===== config.mk =====
export PLATFORM = sky130hd
export DESIGN_NAME = video_enhance_datapath_ctrl
export DESIGN_NICKNAME = d
export VERILOG_FILES = /design/src/video_enh_pkg.sv /design/src/video_enhance_datapath_ctrl.sv
export SDC_FILE = /design/constraint.sdc
export NUM_CORES = 2
export LEC_CHECK = 0
export BUFFER_PORTS_ARGS = -buffer_cell sky130_fd_sc_hd__buf_2
export CAP_MARGIN = 25
export CORE_MARGIN = 4
export CORE_UTILIZATION = 50
export DETAILED_ROUTE_END_ITERATION = 12
export PLACE_DENSITY = 0.65
export SLEW_MARGIN = 10
export SYNTH_ARGS = -nofsm -noshare
export SYNTH_HDL_FRONTEND = slang
export SYNTH_SLANG_ARGS = --single-unit

===== constraint.sdc =====
create_clock -name mclk_in -period 25.1 [get_ports mclk_in]
set_input_delay 5.02 -clock mclk_in [delete_from_list [all_inputs] [get_ports mclk_in]]
set_output_delay 5.02 -clock mclk_in [all_outputs]
set_load 0.05 [all_outputs]

===== src/video_enh_pkg.sv =====
/*
 * Shared constants and carrier types for the video enhancement datapath.
 * Assumes one system clock; line clock and serial control pins arrive
 * already synchronous to it.
 */
package video_enh_pkg;
    localparam logic [6:0] DEV_ADDR        = 7'h5F;
    localparam logic [7:0] SUB_PEAK        = 8'h01;
    localparam logic [7:0] SUB_FMT         = 8'h02;
    localparam logic [7:0] SUB_IO          = 8'h03;
    localparam logic [7:0] MASK_PEAK       = 8'h7F;
    localparam logic [7:0] MASK_FMT        = 8'hE0;
    localparam logic [7:0] MASK_IO         = 8'h0F;
    localparam logic [7:0] REG_RESET       = 8'h00;
    // Field positions, peaking/coring register
    localparam int CORE_LSB = 5;
    localparam int BPS_LSB  = 3;
    localparam int BYP_BIT  = 2;
    localparam int GAIN_LSB = 0;
    // Field positions, format register
    localparam int FMT_BIT  = 7;
    localparam int IFA_BIT  = 6;
    localparam int IFB_BIT  = 5;
    // Field positions, input/output register
    localparam int CODE_BIT = 3;
    localparam int BLV_BIT  = 2;
    localparam int W8_BIT   = 1;
    localparam int INV_BIT  = 0;
    localparam logic [7:0] MSB_FLIP        = 8'h80;
    localparam logic [7:0] WIDTH7_MASK     = 8'hFE;
    localparam logic [8:0] BLACK_16        = 9'h010;
    localparam logic [8:0] BLACK_0         = 9'h000;
    localparam logic [7:0] COLOURLESS      = 8'h80;
    localparam logic signed [11:0] Y_OFFSET = 12'sh080;
    localparam logic signed [11:0] Y_MAX    = 12'sh1FF;
    localparam logic [10:0] CORE_SMALL     = 11'h002;
    localparam logic [10:0] CORE_MED       = 11'h004;
    localparam logic [10:0] CORE_HIGH      = 11'h008;
    localparam int LATENCY     = 44;
    localparam int LUMA_TAPS   = 5;
    localparam int LUMA_CENTER = 2;
    localparam int DLY_LEN     = LATENCY - LUMA_CENTER;
    localparam logic [1:0] PH_411_LAST = 2'h3;

    typedef struct packed {
        logic [7:0] y;
        logic [7:0] uv;
    } yuv_s;

    typedef struct packed {
        logic [8:0] y;
        logic [7:0] u;
        logic [7:0] v;
    } pix_s;

    typedef enum logic [3:0] {
        I_IDLE, I_ADDR, I_ADDR_ACK, I_SUB, I_SUB_ACK,
        I_WDATA, I_WDATA_ACK, I_RDATA, I_RACK
    } i2c_st_e;
endpackage : video_enh_pkg


===== src/video_enhance_datapath_ctrl.sv =====
/*
 * Digital front end of a video enhancement processor: YUV capture, luma
 * peaking and coring, chroma interpolation, blanking and polarity, plus
 * the serial control slave holding the three setting registers.
 * Assumes all inputs are synchronous to mclk_in, and the line clock is
 * far slower than mclk_in so each of its edges is seen.
 */
// Behaviour
// - Rate select high: capture input on every line clock rising edge.
// - Half-rate reference on rate select: capture on every second rising edge.
// - Blanking forces luma code 16, or 0 when blank level select set.
// - Blanking forces both chroma codes to 128.
// - Reset returns control data to defaults, ready for fresh setup.
// - Input to output latency is 44 line clock captures.
// - Host writes start, address, subaddress, data, stop; device acks each byte.
// - Device answers address 1011111; address LSB gives direction.
// - Subaddress auto-increments after each data byte.
// - Register 01: zero, coring, bandpass select, bypass, peaking gain.
// - Register 02: format select, two filter selects, low bits zero.
// - Register 03: zeros, chroma code, blank level, input width, invert.
// - Coring threshold selects off, small, medium, high noise reduction.
// - Bandpass select picks four characteristics; bypass with 00 skips filter.
// - Gain gives 1/8..1, or 0..1 with bypass set.
// - Format and filter codes pick chroma interpolation response.
// - Chroma code select: 0 two's complement, 1 offset binary.
// - Input width select: 0 seven-bit data, 1 eight-bit data.
// - Chroma invert bit flips colour-difference output polarity.
// - Luma output nine bits wide, chroma outputs eight bits.
// - Active line low blanks luma and makes chroma colourless.
// - Luma converted to two's complement by inverting MSB.
module video_enhance_datapath_ctrl (
    input  wire logic                 mclk_in,
    input  wire logic                 rstn_in,
    input  wire logic                 line_locked_clock_in,
    input  wire logic                 rate_select_clock_input_in,
    input  wire logic                 active_line_window_in,
    input  wire video_enh_pkg::yuv_s  yuv_in,
    input  wire logic                 scl_in,
    input  wire logic                 sda_in,
    output logic                      sda_out,
    output logic                      sda_oe_out,
    output video_enh_pkg::pix_s       pix_out
);
    typedef struct packed {
        video_enh_pkg::i2c_st_e st;
        logic [2:0]  cnt;
        logic [7:0]  sh;
        logic [7:0]  tx;
        logic [7:0]  sub;
        logic        rw;
        logic        got;
        logic        nack;
        logic        drv;
        logic        scl_q;
        logic        sda_q;
        logic [7:0]  r_peak;
        logic [7:0]  r_fmt;
        logic [7:0]  r_io;
        logic        llc_q;
        logic [video_enh_pkg::LUMA_TAPS-1:0][7:0] yh;
        logic [video_enh_pkg::LUMA_CENTER:0] hh;
        logic [1:0]  ph;
        logic [7:0]  uacc;
        logic [7:0]  vacc;
        logic [7:0]  u0;
        logic [7:0]  v0;
        logic [7:0]  u1;
        logic [7:0]  v1;
        logic [7:0]  u2;
        logic [7:0]  v2;
        video_enh_pkg::pix_s [video_enh_pkg::DLY_LEN-1:0] dl;
        video_enh_pkg::pix_s outp;
    } state_s;

    state_s s_r;
    state_s s_nxt;

    // Chroma interpolation response; wider response means less smoothing
    function automatic logic [7:0] interp(input logic [7:0] c0, input logic [7:0] c1,
                                          input logic [7:0] c2, input logic [1:0] mode);
        logic [9:0] acc;
        acc = '0;
        case (mode)
            2'b00: begin
                acc = {2'b00, c0} + {2'b00, c1};
                interp = acc[8:1];
            end
            2'b01: begin
                acc = {2'b00, c0} + {1'b0, c1, 1'b0} + {2'b00, c2};
                interp = acc[9:2];
            end
            default: begin
                interp = c0;
            end
        endcase
    endfunction : interp

    always_comb begin
        state_s n;
        logic scl_rise;
        logic scl_fall;
        logic start_c;
        logic stop_c;
        logic cap;
        logic [7:0] rd;
        logic [7:0] y_in;
        logic [7:0] uv_in;
        logic [7:0] u_new;
        logic [7:0] v_new;
        logic       ch_upd;
        logic signed [10:0] t0;
        logic signed [10:0] t1;
        logic signed [10:0] t2;
        logic signed [10:0] bp;
        logic signed [10:0] pk;
        logic [10:0] mag;
        logic [10:0] thr;
        logic signed [11:0] ysum;
        logic [1:0] imode;
        video_enh_pkg::pix_s px;
        n = s_r;
        scl_rise = scl_in && !s_r.scl_q;
        scl_fall = !scl_in && s_r.scl_q;
        start_c = scl_in && s_r.scl_q && s_r.sda_q && !sda_in;
        stop_c = scl_in && s_r.scl_q && !s_r.sda_q && sda_in;
        // capture only on line clock rises qualified by rate select
        cap = line_locked_clock_in && !s_r.llc_q && rate_select_clock_input_in;
        rd = '0;
        y_in = '0;
        uv_in = '0;
        u_new = '0;
        v_new = '0;
        ch_upd = 1'b0;
        t0 = '0;
        t1 = '0;
        t2 = '0;
        bp = '0;
        pk = '0;
        mag = '0;
        thr = '0;
        ysum = '0;
        imode = '0;
        px = '0;

        // Control slave
        n.scl_q = scl_in;
        n.sda_q = sda_in;
        // unmapped bits and addresses read zero
        case (s_r.sub)
            video_enh_pkg::SUB_PEAK: rd = s_r.r_peak;
            video_enh_pkg::SUB_FMT: rd = s_r.r_fmt;
            video_enh_pkg::SUB_IO: rd = s_r.r_io;
            default: rd = '0;
        endcase
        if (start_c) begin
            n.st = video_enh_pkg::I_ADDR;
            n.cnt = '0;
            n.got = 1'b0;
            n.drv = 1'b0;
        end else if (stop_c) begin
            n.st = video_enh_pkg::I_IDLE;
            n.drv = 1'b0;
        end else if (scl_rise) begin
            case (s_r.st)
                video_enh_pkg::I_ADDR, video_enh_pkg::I_SUB, video_enh_pkg::I_WDATA: begin
                    n.sh = {s_r.sh[6:0], sda_in};
                    n.cnt = s_r.cnt + 3'd1;
                    n.got = (s_r.cnt == 3'd7);
                end
                video_enh_pkg::I_RDATA: n.cnt = s_r.cnt + 3'd1;
                video_enh_pkg::I_RACK: n.nack = sda_in;
                default: n.cnt = s_r.cnt;
            endcase
        end else if (scl_fall) begin
            if (s_r.got) begin
                n.got = 1'b0;
                case (s_r.st)
                    video_enh_pkg::I_ADDR: begin
                        if (s_r.sh[7:1] == video_enh_pkg::DEV_ADDR) begin
                            n.st = video_enh_pkg::I_ADDR_ACK;
                            n.rw = s_r.sh[0];
                            n.drv = 1'b1;
                        end else begin
                            n.st = video_enh_pkg::I_IDLE;
                        end
                    end
                    video_enh_pkg::I_SUB: begin
                        n.sub = s_r.sh;
                        n.st = video_enh_pkg::I_SUB_ACK;
                        n.drv = 1'b1;
                    end
                    video_enh_pkg::I_WDATA: begin
                        case (s_r.sub)
                            video_enh_pkg::SUB_PEAK: n.r_peak = s_r.sh & video_enh_pkg::MASK_PEAK;
                            video_enh_pkg::SUB_FMT: n.r_fmt = s_r.sh & video_enh_pkg::MASK_FMT;
                            video_enh_pkg::SUB_IO: n.r_io = s_r.sh & video_enh_pkg::MASK_IO;
                            default: n.r_io = s_r.r_io;
                        endcase
                        n.sub = s_r.sub + 8'h01;
                        n.st = video_enh_pkg::I_WDATA_ACK;
                        n.drv = 1'b1;
                    end
                    default: n.st = video_enh_pkg::I_IDLE;
                endcase
            end else begin
                case (s_r.st)
                    video_enh_pkg::I_ADDR_ACK: begin
                        n.cnt = '0;
                        if (s_r.rw) begin
                            n.tx = rd;
                            n.drv = !rd[7];
                            n.st = video_enh_pkg::I_RDATA;
                        end else begin
                            n.drv = 1'b0;
                            n.st = video_enh_pkg::I_SUB;
                        end
                    end
                    video_enh_pkg::I_SUB_ACK, video_enh_pkg::I_WDATA_ACK: begin
                        n.drv = 1'b0;
                        n.cnt = '0;
                        n.st = video_enh_pkg::I_WDATA;
                    end
                    video_enh_pkg::I_RDATA: begin
                        if (s_r.cnt == 3'd0) begin
                            n.drv = 1'b0;
                            n.sub = s_r.sub + 8'h01;
                            n.st = video_enh_pkg::I_RACK;
                        end else begin
                            n.tx = {s_r.tx[6:0], 1'b0};
                            n.drv = !s_r.tx[6];
                        end
                    end
                    video_enh_pkg::I_RACK: begin
                        if (s_r.nack) begin
                            n.st = video_enh_pkg::I_IDLE;
                        end else begin
                            n.tx = rd;
                            n.drv = !rd[7];
                            n.cnt = '0;
                            n.st = video_enh_pkg::I_RDATA;
                        end
                    end
                    default: n.drv = 1'b0;
                endcase
            end
        end

        n.llc_q = line_locked_clock_in;

        if (cap) begin
            y_in = s_r.r_io[video_enh_pkg::W8_BIT] ? yuv_in.y : (yuv_in.y & video_enh_pkg::WIDTH7_MASK);
            uv_in = s_r.r_io[video_enh_pkg::W8_BIT] ? yuv_in.uv : (yuv_in.uv & video_enh_pkg::WIDTH7_MASK);
            n.yh = {s_r.yh[video_enh_pkg::LUMA_TAPS-2:0], y_in ^ video_enh_pkg::MSB_FLIP};
            n.hh = {s_r.hh[video_enh_pkg::LUMA_CENTER-1:0], active_line_window_in};

            // Chroma demultiplex; phase restarts each inactive sample
            n.ph = active_line_window_in ? s_r.ph + 2'd1 : 2'd0;
            if (s_r.r_fmt[video_enh_pkg::FMT_BIT]) begin
                if (!s_r.ph[0]) begin
                    n.uacc = uv_in;
                end else begin
                    u_new = s_r.uacc;
                    v_new = uv_in;
                    ch_upd = 1'b1;
                end
            end else begin
                n.uacc = {s_r.uacc[5:0], uv_in[7:6]};
                n.vacc = {s_r.vacc[5:0], uv_in[5:4]};
                u_new = n.uacc;
                v_new = n.vacc;
                ch_upd = (s_r.ph == video_enh_pkg::PH_411_LAST);
            end
            if (ch_upd) begin
                // two's complement input converted to offset binary
                n.u0 = s_r.r_io[video_enh_pkg::CODE_BIT] ? u_new : (u_new ^ video_enh_pkg::MSB_FLIP);
                n.v0 = s_r.r_io[video_enh_pkg::CODE_BIT] ? v_new : (v_new ^ video_enh_pkg::MSB_FLIP);
                n.u1 = s_r.u0;
                n.v1 = s_r.v0;
                n.u2 = s_r.u1;
                n.v2 = s_r.v1;
            end

            // bandpass: tap spacing and scale per select, bypass is plain difference
            t0 = 11'(signed'(s_r.r_peak[video_enh_pkg::BPS_LSB] ? n.yh[4] : n.yh[3]));
            t2 = 11'(signed'(s_r.r_peak[video_enh_pkg::BPS_LSB] ? n.yh[0] : n.yh[1]));
            t1 = 11'(signed'(n.yh[video_enh_pkg::LUMA_CENTER]));
            if (s_r.r_peak[video_enh_pkg::BYP_BIT]) begin
                bp = t1 - t2;
            end else if (s_r.r_peak[video_enh_pkg::BPS_LSB+1]) begin
                bp = ((t1 <<< 1) - t0 - t2) >>> 1;
            end else begin
                bp = ((t1 <<< 1) - t0 - t2) >>> 2;
            end
            mag = bp[10] ? 11'(-bp) : bp;
            case (s_r.r_peak[video_enh_pkg::CORE_LSB +: 2])
                2'b01: thr = video_enh_pkg::CORE_SMALL;
                2'b10: thr = video_enh_pkg::CORE_MED;
                2'b11: thr = video_enh_pkg::CORE_HIGH;
                default: thr = '0;
            endcase
            if (mag <= thr) begin
                bp = '0;
            end
            case (s_r.r_peak[video_enh_pkg::GAIN_LSB +: 2])
                2'b00: pk = s_r.r_peak[video_enh_pkg::BYP_BIT] ? 11'sd0 : (bp >>> 3);
                2'b01: pk = bp >>> 2;
                2'b10: pk = bp >>> 1;
                default: pk = bp;
            endcase
            ysum = 12'(t1) + 12'(pk) + video_enh_pkg::Y_OFFSET;
            if (ysum < 12'sd0) begin
                px.y = '0;
            end else if (ysum > video_enh_pkg::Y_MAX) begin
                px.y = video_enh_pkg::Y_MAX[8:0];
            end else begin
                px.y = ysum[8:0];
            end
            // interpolation response from format and filter bits
            imode = {s_r.r_fmt[video_enh_pkg::IFA_BIT],
                     s_r.r_fmt[video_enh_pkg::IFB_BIT] && !s_r.r_fmt[video_enh_pkg::IFA_BIT]};
            if (!s_r.r_fmt[video_enh_pkg::FMT_BIT] && s_r.r_fmt[video_enh_pkg::IFA_BIT]) begin
                imode = 2'b00;
            end
            px.u = interp(n.u0, n.u1, n.u2, imode);
            px.v = interp(n.v0, n.v1, n.v2, imode);
            if (s_r.r_io[video_enh_pkg::INV_BIT]) begin
                px.u = ~px.u;
                px.v = ~px.v;
            end
            if (!n.hh[video_enh_pkg::LUMA_CENTER]) begin
                px.y = s_r.r_io[video_enh_pkg::BLV_BIT] ? video_enh_pkg::BLACK_0 : video_enh_pkg::BLACK_16;
                px.u = video_enh_pkg::COLOURLESS;
                px.v = video_enh_pkg::COLOURLESS;
            end
            // delay line sized for the total latency less the luma centre tap delay
            n.dl = {s_r.dl[video_enh_pkg::DLY_LEN-2:0], px};
            n.outp = s_r.dl[video_enh_pkg::DLY_LEN-1];
        end
        s_nxt = n;
    end

    always_ff @(posedge mclk_in) begin
        if (!rstn_in) begin
            s_r <= '0;
            s_r.r_peak <= video_enh_pkg::REG_RESET;
            s_r.r_fmt <= video_enh_pkg::REG_RESET;
            s_r.r_io <= video_enh_pkg::REG_RESET;
            s_r.scl_q <= 1'b1;
            s_r.sda_q <= 1'b1;
        end else begin
            s_r <= s_nxt;
        end
    end

    assign sda_out = 1'b0;
    assign sda_oe_out = s_r.drv;
    assign pix_out = s_r.outp;
endmodule : video_enhance_datapath_ctrl


==> impl_metrics.json <==
{
  "r2r_setup_slack_ns": 15.98,
  "timing.fmax_ghz": 0.07839,
  "cp-startpoint": "yuv_in[15]",
  "combPwrFrac": 0.059,
  "vias": 37848,
  "wire_per_inst_um": 13.29,
  "sw_frac_of_total": 0.2265,
  "fin_skew_ns": 0.02301,
  "syn_inst": 6138,
  "grt_pass1_vias": 35131,
  "period_needed_ns": 12.76,
  "hold_viol": 0,
  "clock-root-buffer": "clkbuf_16",
  "async_reset_ff_frac": 0,
  "path_buf_inv": 3,
  "max_cap_viol_count": 0,
  "die_height_um": 326.8,
  "outcome": "completed",
  "required_ns": 25.76,
  "cp_slowest_cell": "o22ai_1",
  "drt_wl_total_um": 97720,
  "initial_core_util": 0.5061,
  "power_switching_uw": 932.8,
  "drc": 0,
  "grt_max_degree": 260,
  "met2_usage": 0.3049,
  "avgViaCountPerCell": 5.147,
  "ctsHoldBuffers": 0,
  "crit_family": "compound AO/OA/AOI/OAI gates",
  "cp-endpoint": "s_r[46]",
  "cts_sinks": 1224,
  "insertion_delay_ns": 0.73,
  "overflow": 0,
  "top_usage_layer": "met2",
  "pwr-share-seq": 0.474,
  "max_stage_delay_ns": 0.75,
  "die-area_mm2": 0.1068,
  "finalSetupViolCount": 0,
  "rsz0062_at_grt": "no",
  "slew_violations": 0,
  "period_share": 0.5082,
  "path_common_cell": "ha_1",
  "syn-cell-area_mm2": 0.05083,
  "synthFlopType": "dfxtp_1",
  "htree_num_levels": 4,
  "crit_path_start_kind": "input port",
  "end_kind": "flip-flop",
  "ys_top_cells_by_area": "dfxtp_1 (48%), nand2_1 (17%), a21boi_0 (17%), clkbuf_1 (3.1%), ha_1 (2.0%)",
  "antenna_cells": 0,
  "clockPowerShare": 0.467,
  "arrival_ns": 13.42,
  "ys_warn_count": 0,
  "slew-limit-headroom": 0.2090,
  "grt_util_all_layers": 0.1795,
  "rows": 116,
  "drtAntennaViolNets": 0,
  "nets": 6029,
  "crit_cells": 34,
  "synth_most_common_cell": "nand2_1",
  "grt_antenna_before_repair": 0,
  "pre_cts_slack_ns": 11.69,
  "cts_max_path_buffers": 3,
  "ios": 50,
  "p_leak_uw": 0.01905,
  "syn_avg_cell_area_um2": 8.281,
  "path_max_fanout": 11,
  "dp_hpwl_um": 56890,
  "netlist.area_leader.share": 0.4821,
  "synth_edf_count": 0,
  "vdd_ir_drop_max_mv": 0.06744,
  "reg2reg_depth": 35,
  "firstDrtPassIters": 5,
  "die_x_um": 326.8,
  "io_buffers": 48,
  "drive_above_1_share": 0.05387,
  "finalNonFillerCells": 7353,
  "internal_power_uw": 3185,
  "use_met1": 0.2375,
  "power_density_mw_per_mm2": 73.90,
  "ys_ff_latch": 1224,
  "path_class": "in -> reg",
  "timing.rr.end": "s_r[46]",
  "synth_cell_types": 73,
  "worst_slew_pin_slew_ns": 1.186,
  "power_uw": 4118,
  "ys_seq_area_frac": 0.4821,
  "cts.clk_slew.worst_paths_ns": 0.06,
  "grt_first_pass_wirelength_um": 167900,
  "cts-resized-gates": 0,
  "setup_ws_ns": 12.34,
  "dp_cells": 7115,
  "r2r-start": "s_r[1204]",
  "gp_congestion": 0.8313,
  "coreArea_mm2": 0.1004,
  "first_iter_violations": 2450,
  "cts_buffers": 132,
  "min_path_type": "reg -> reg",
  "cts_setup_buffers": 0,
  "synthTopCellsByCount": "nand2_1 (2354), dfxtp_1 (1224), a21boi_0 (1119)",
  "cts_tree": "done",
  "tns_ns": 0,
  "area_delta_synth_final_pct": 9.628,
  "yosys.area.top_type": "dfxtp_1",
  "grtUsageMet3": 0.02986,
  "synth_fp_nets": 6270,
  "final_util": 0.5548
}
==> layer usage <==
metal / share of wire / wire length (µm)
met1: 0.49 / 47870
met2: 0.46 / 45390
met3: 0.028 / 2710
met4: 0.018 / 1752
met5: 0 / 0
==> flip-flops by register name, summed over array words and instances (netlist names) <==
name,count
s_r,1198
sda_oe_out,1
pix_out,25
==> area by class of cell <==
cell class	count	area, µm²
fill	9528	44720
sequential	1224	24500
multi-input combinational	4365	24160
clock buffer	188	3807
tap	1357	1698
timing repair buffer	94	708.2
clock inverter	45	536.8
inverter	80	300.3
==> cells in the final DEF, fill, tap and decap left out, types with 36 or more instances in the layout <==
cell type,instances
nor3_1,36
inv_1,79
clkbuf_16,135
dfxtp_1,1223
buf_2,47
nor2_1,74
buf_4,39
a21boi_0,1119
ha_1,81
a21oi_1,86
mux2i_1,73
nand2_1,2354
nor2b_1,63
o21ai_0,69
xnor2_1,36
==> stage by stage <==
step	area (µm²)	hold slack (ns)
after detailed placement	51250	0.4558
after global routing	55720	0.4734
after CTS	55590	0.4427
after global placement	51240	0.4472
after floorplan	50830	0.4378
final	55720	0.4438
==> worst min-delay path, cell delays in order, from the launching register on <==
cell      delay [ns]
dfxtp_1         0.31
nand2_1         0.05
a21boi_0        0.06
==> cell families (layout without fill, tap and decap cells) <==
kind of cell             after synthesis  count (layout)  share of synthesized area
XOR/XNOR                              54              54                   0.009305
AND/OR/NAND/NOR                     2658            2658                     0.2070
flip-flops                          1224            1224                     0.4821
AO/OA/AOI/OAI                       1462            1462                     0.2116
adder cells (fa/ha/maj)              109             109                    0.03097
multiplexers                          81              81                    0.01617
buffers and inverters                549             407                    0.04274
other                                  1               1                 0.00007378
==> power groups by stage <==
| stage | Sequential, µW | Combinational [µW] | Clock, µW |
|---|---|---|---|
| floorplan | 1990 | 194 | 0 |
| global placement | 1990 | 244 | 0 |
| detailed placement | 1990 | 243 | 0 |
| CTS | 1950 | 244 | 1990 |
| global route | 1950 | 271 | 2070 |
| finish | 1950 | 242 | 1920 |
==> worst min-delay path by stage <==
stage	start	to	slack, ns	depth (start not counted)
floorplan	s_r[32]	s_r[57]	0.44	2
finish	s_r[623]	s_r[648]	0.44	2
global route	s_r[158]	s_r[183]	0.47	2
detailed placement	pix_out[3]	pix_out[3]	0.46	2
CTS	s_r[623]	s_r[648]	0.44	2
global placement	s_r[730]	s_r[755]	0.45	2
(Power assumes the default switching activity.)
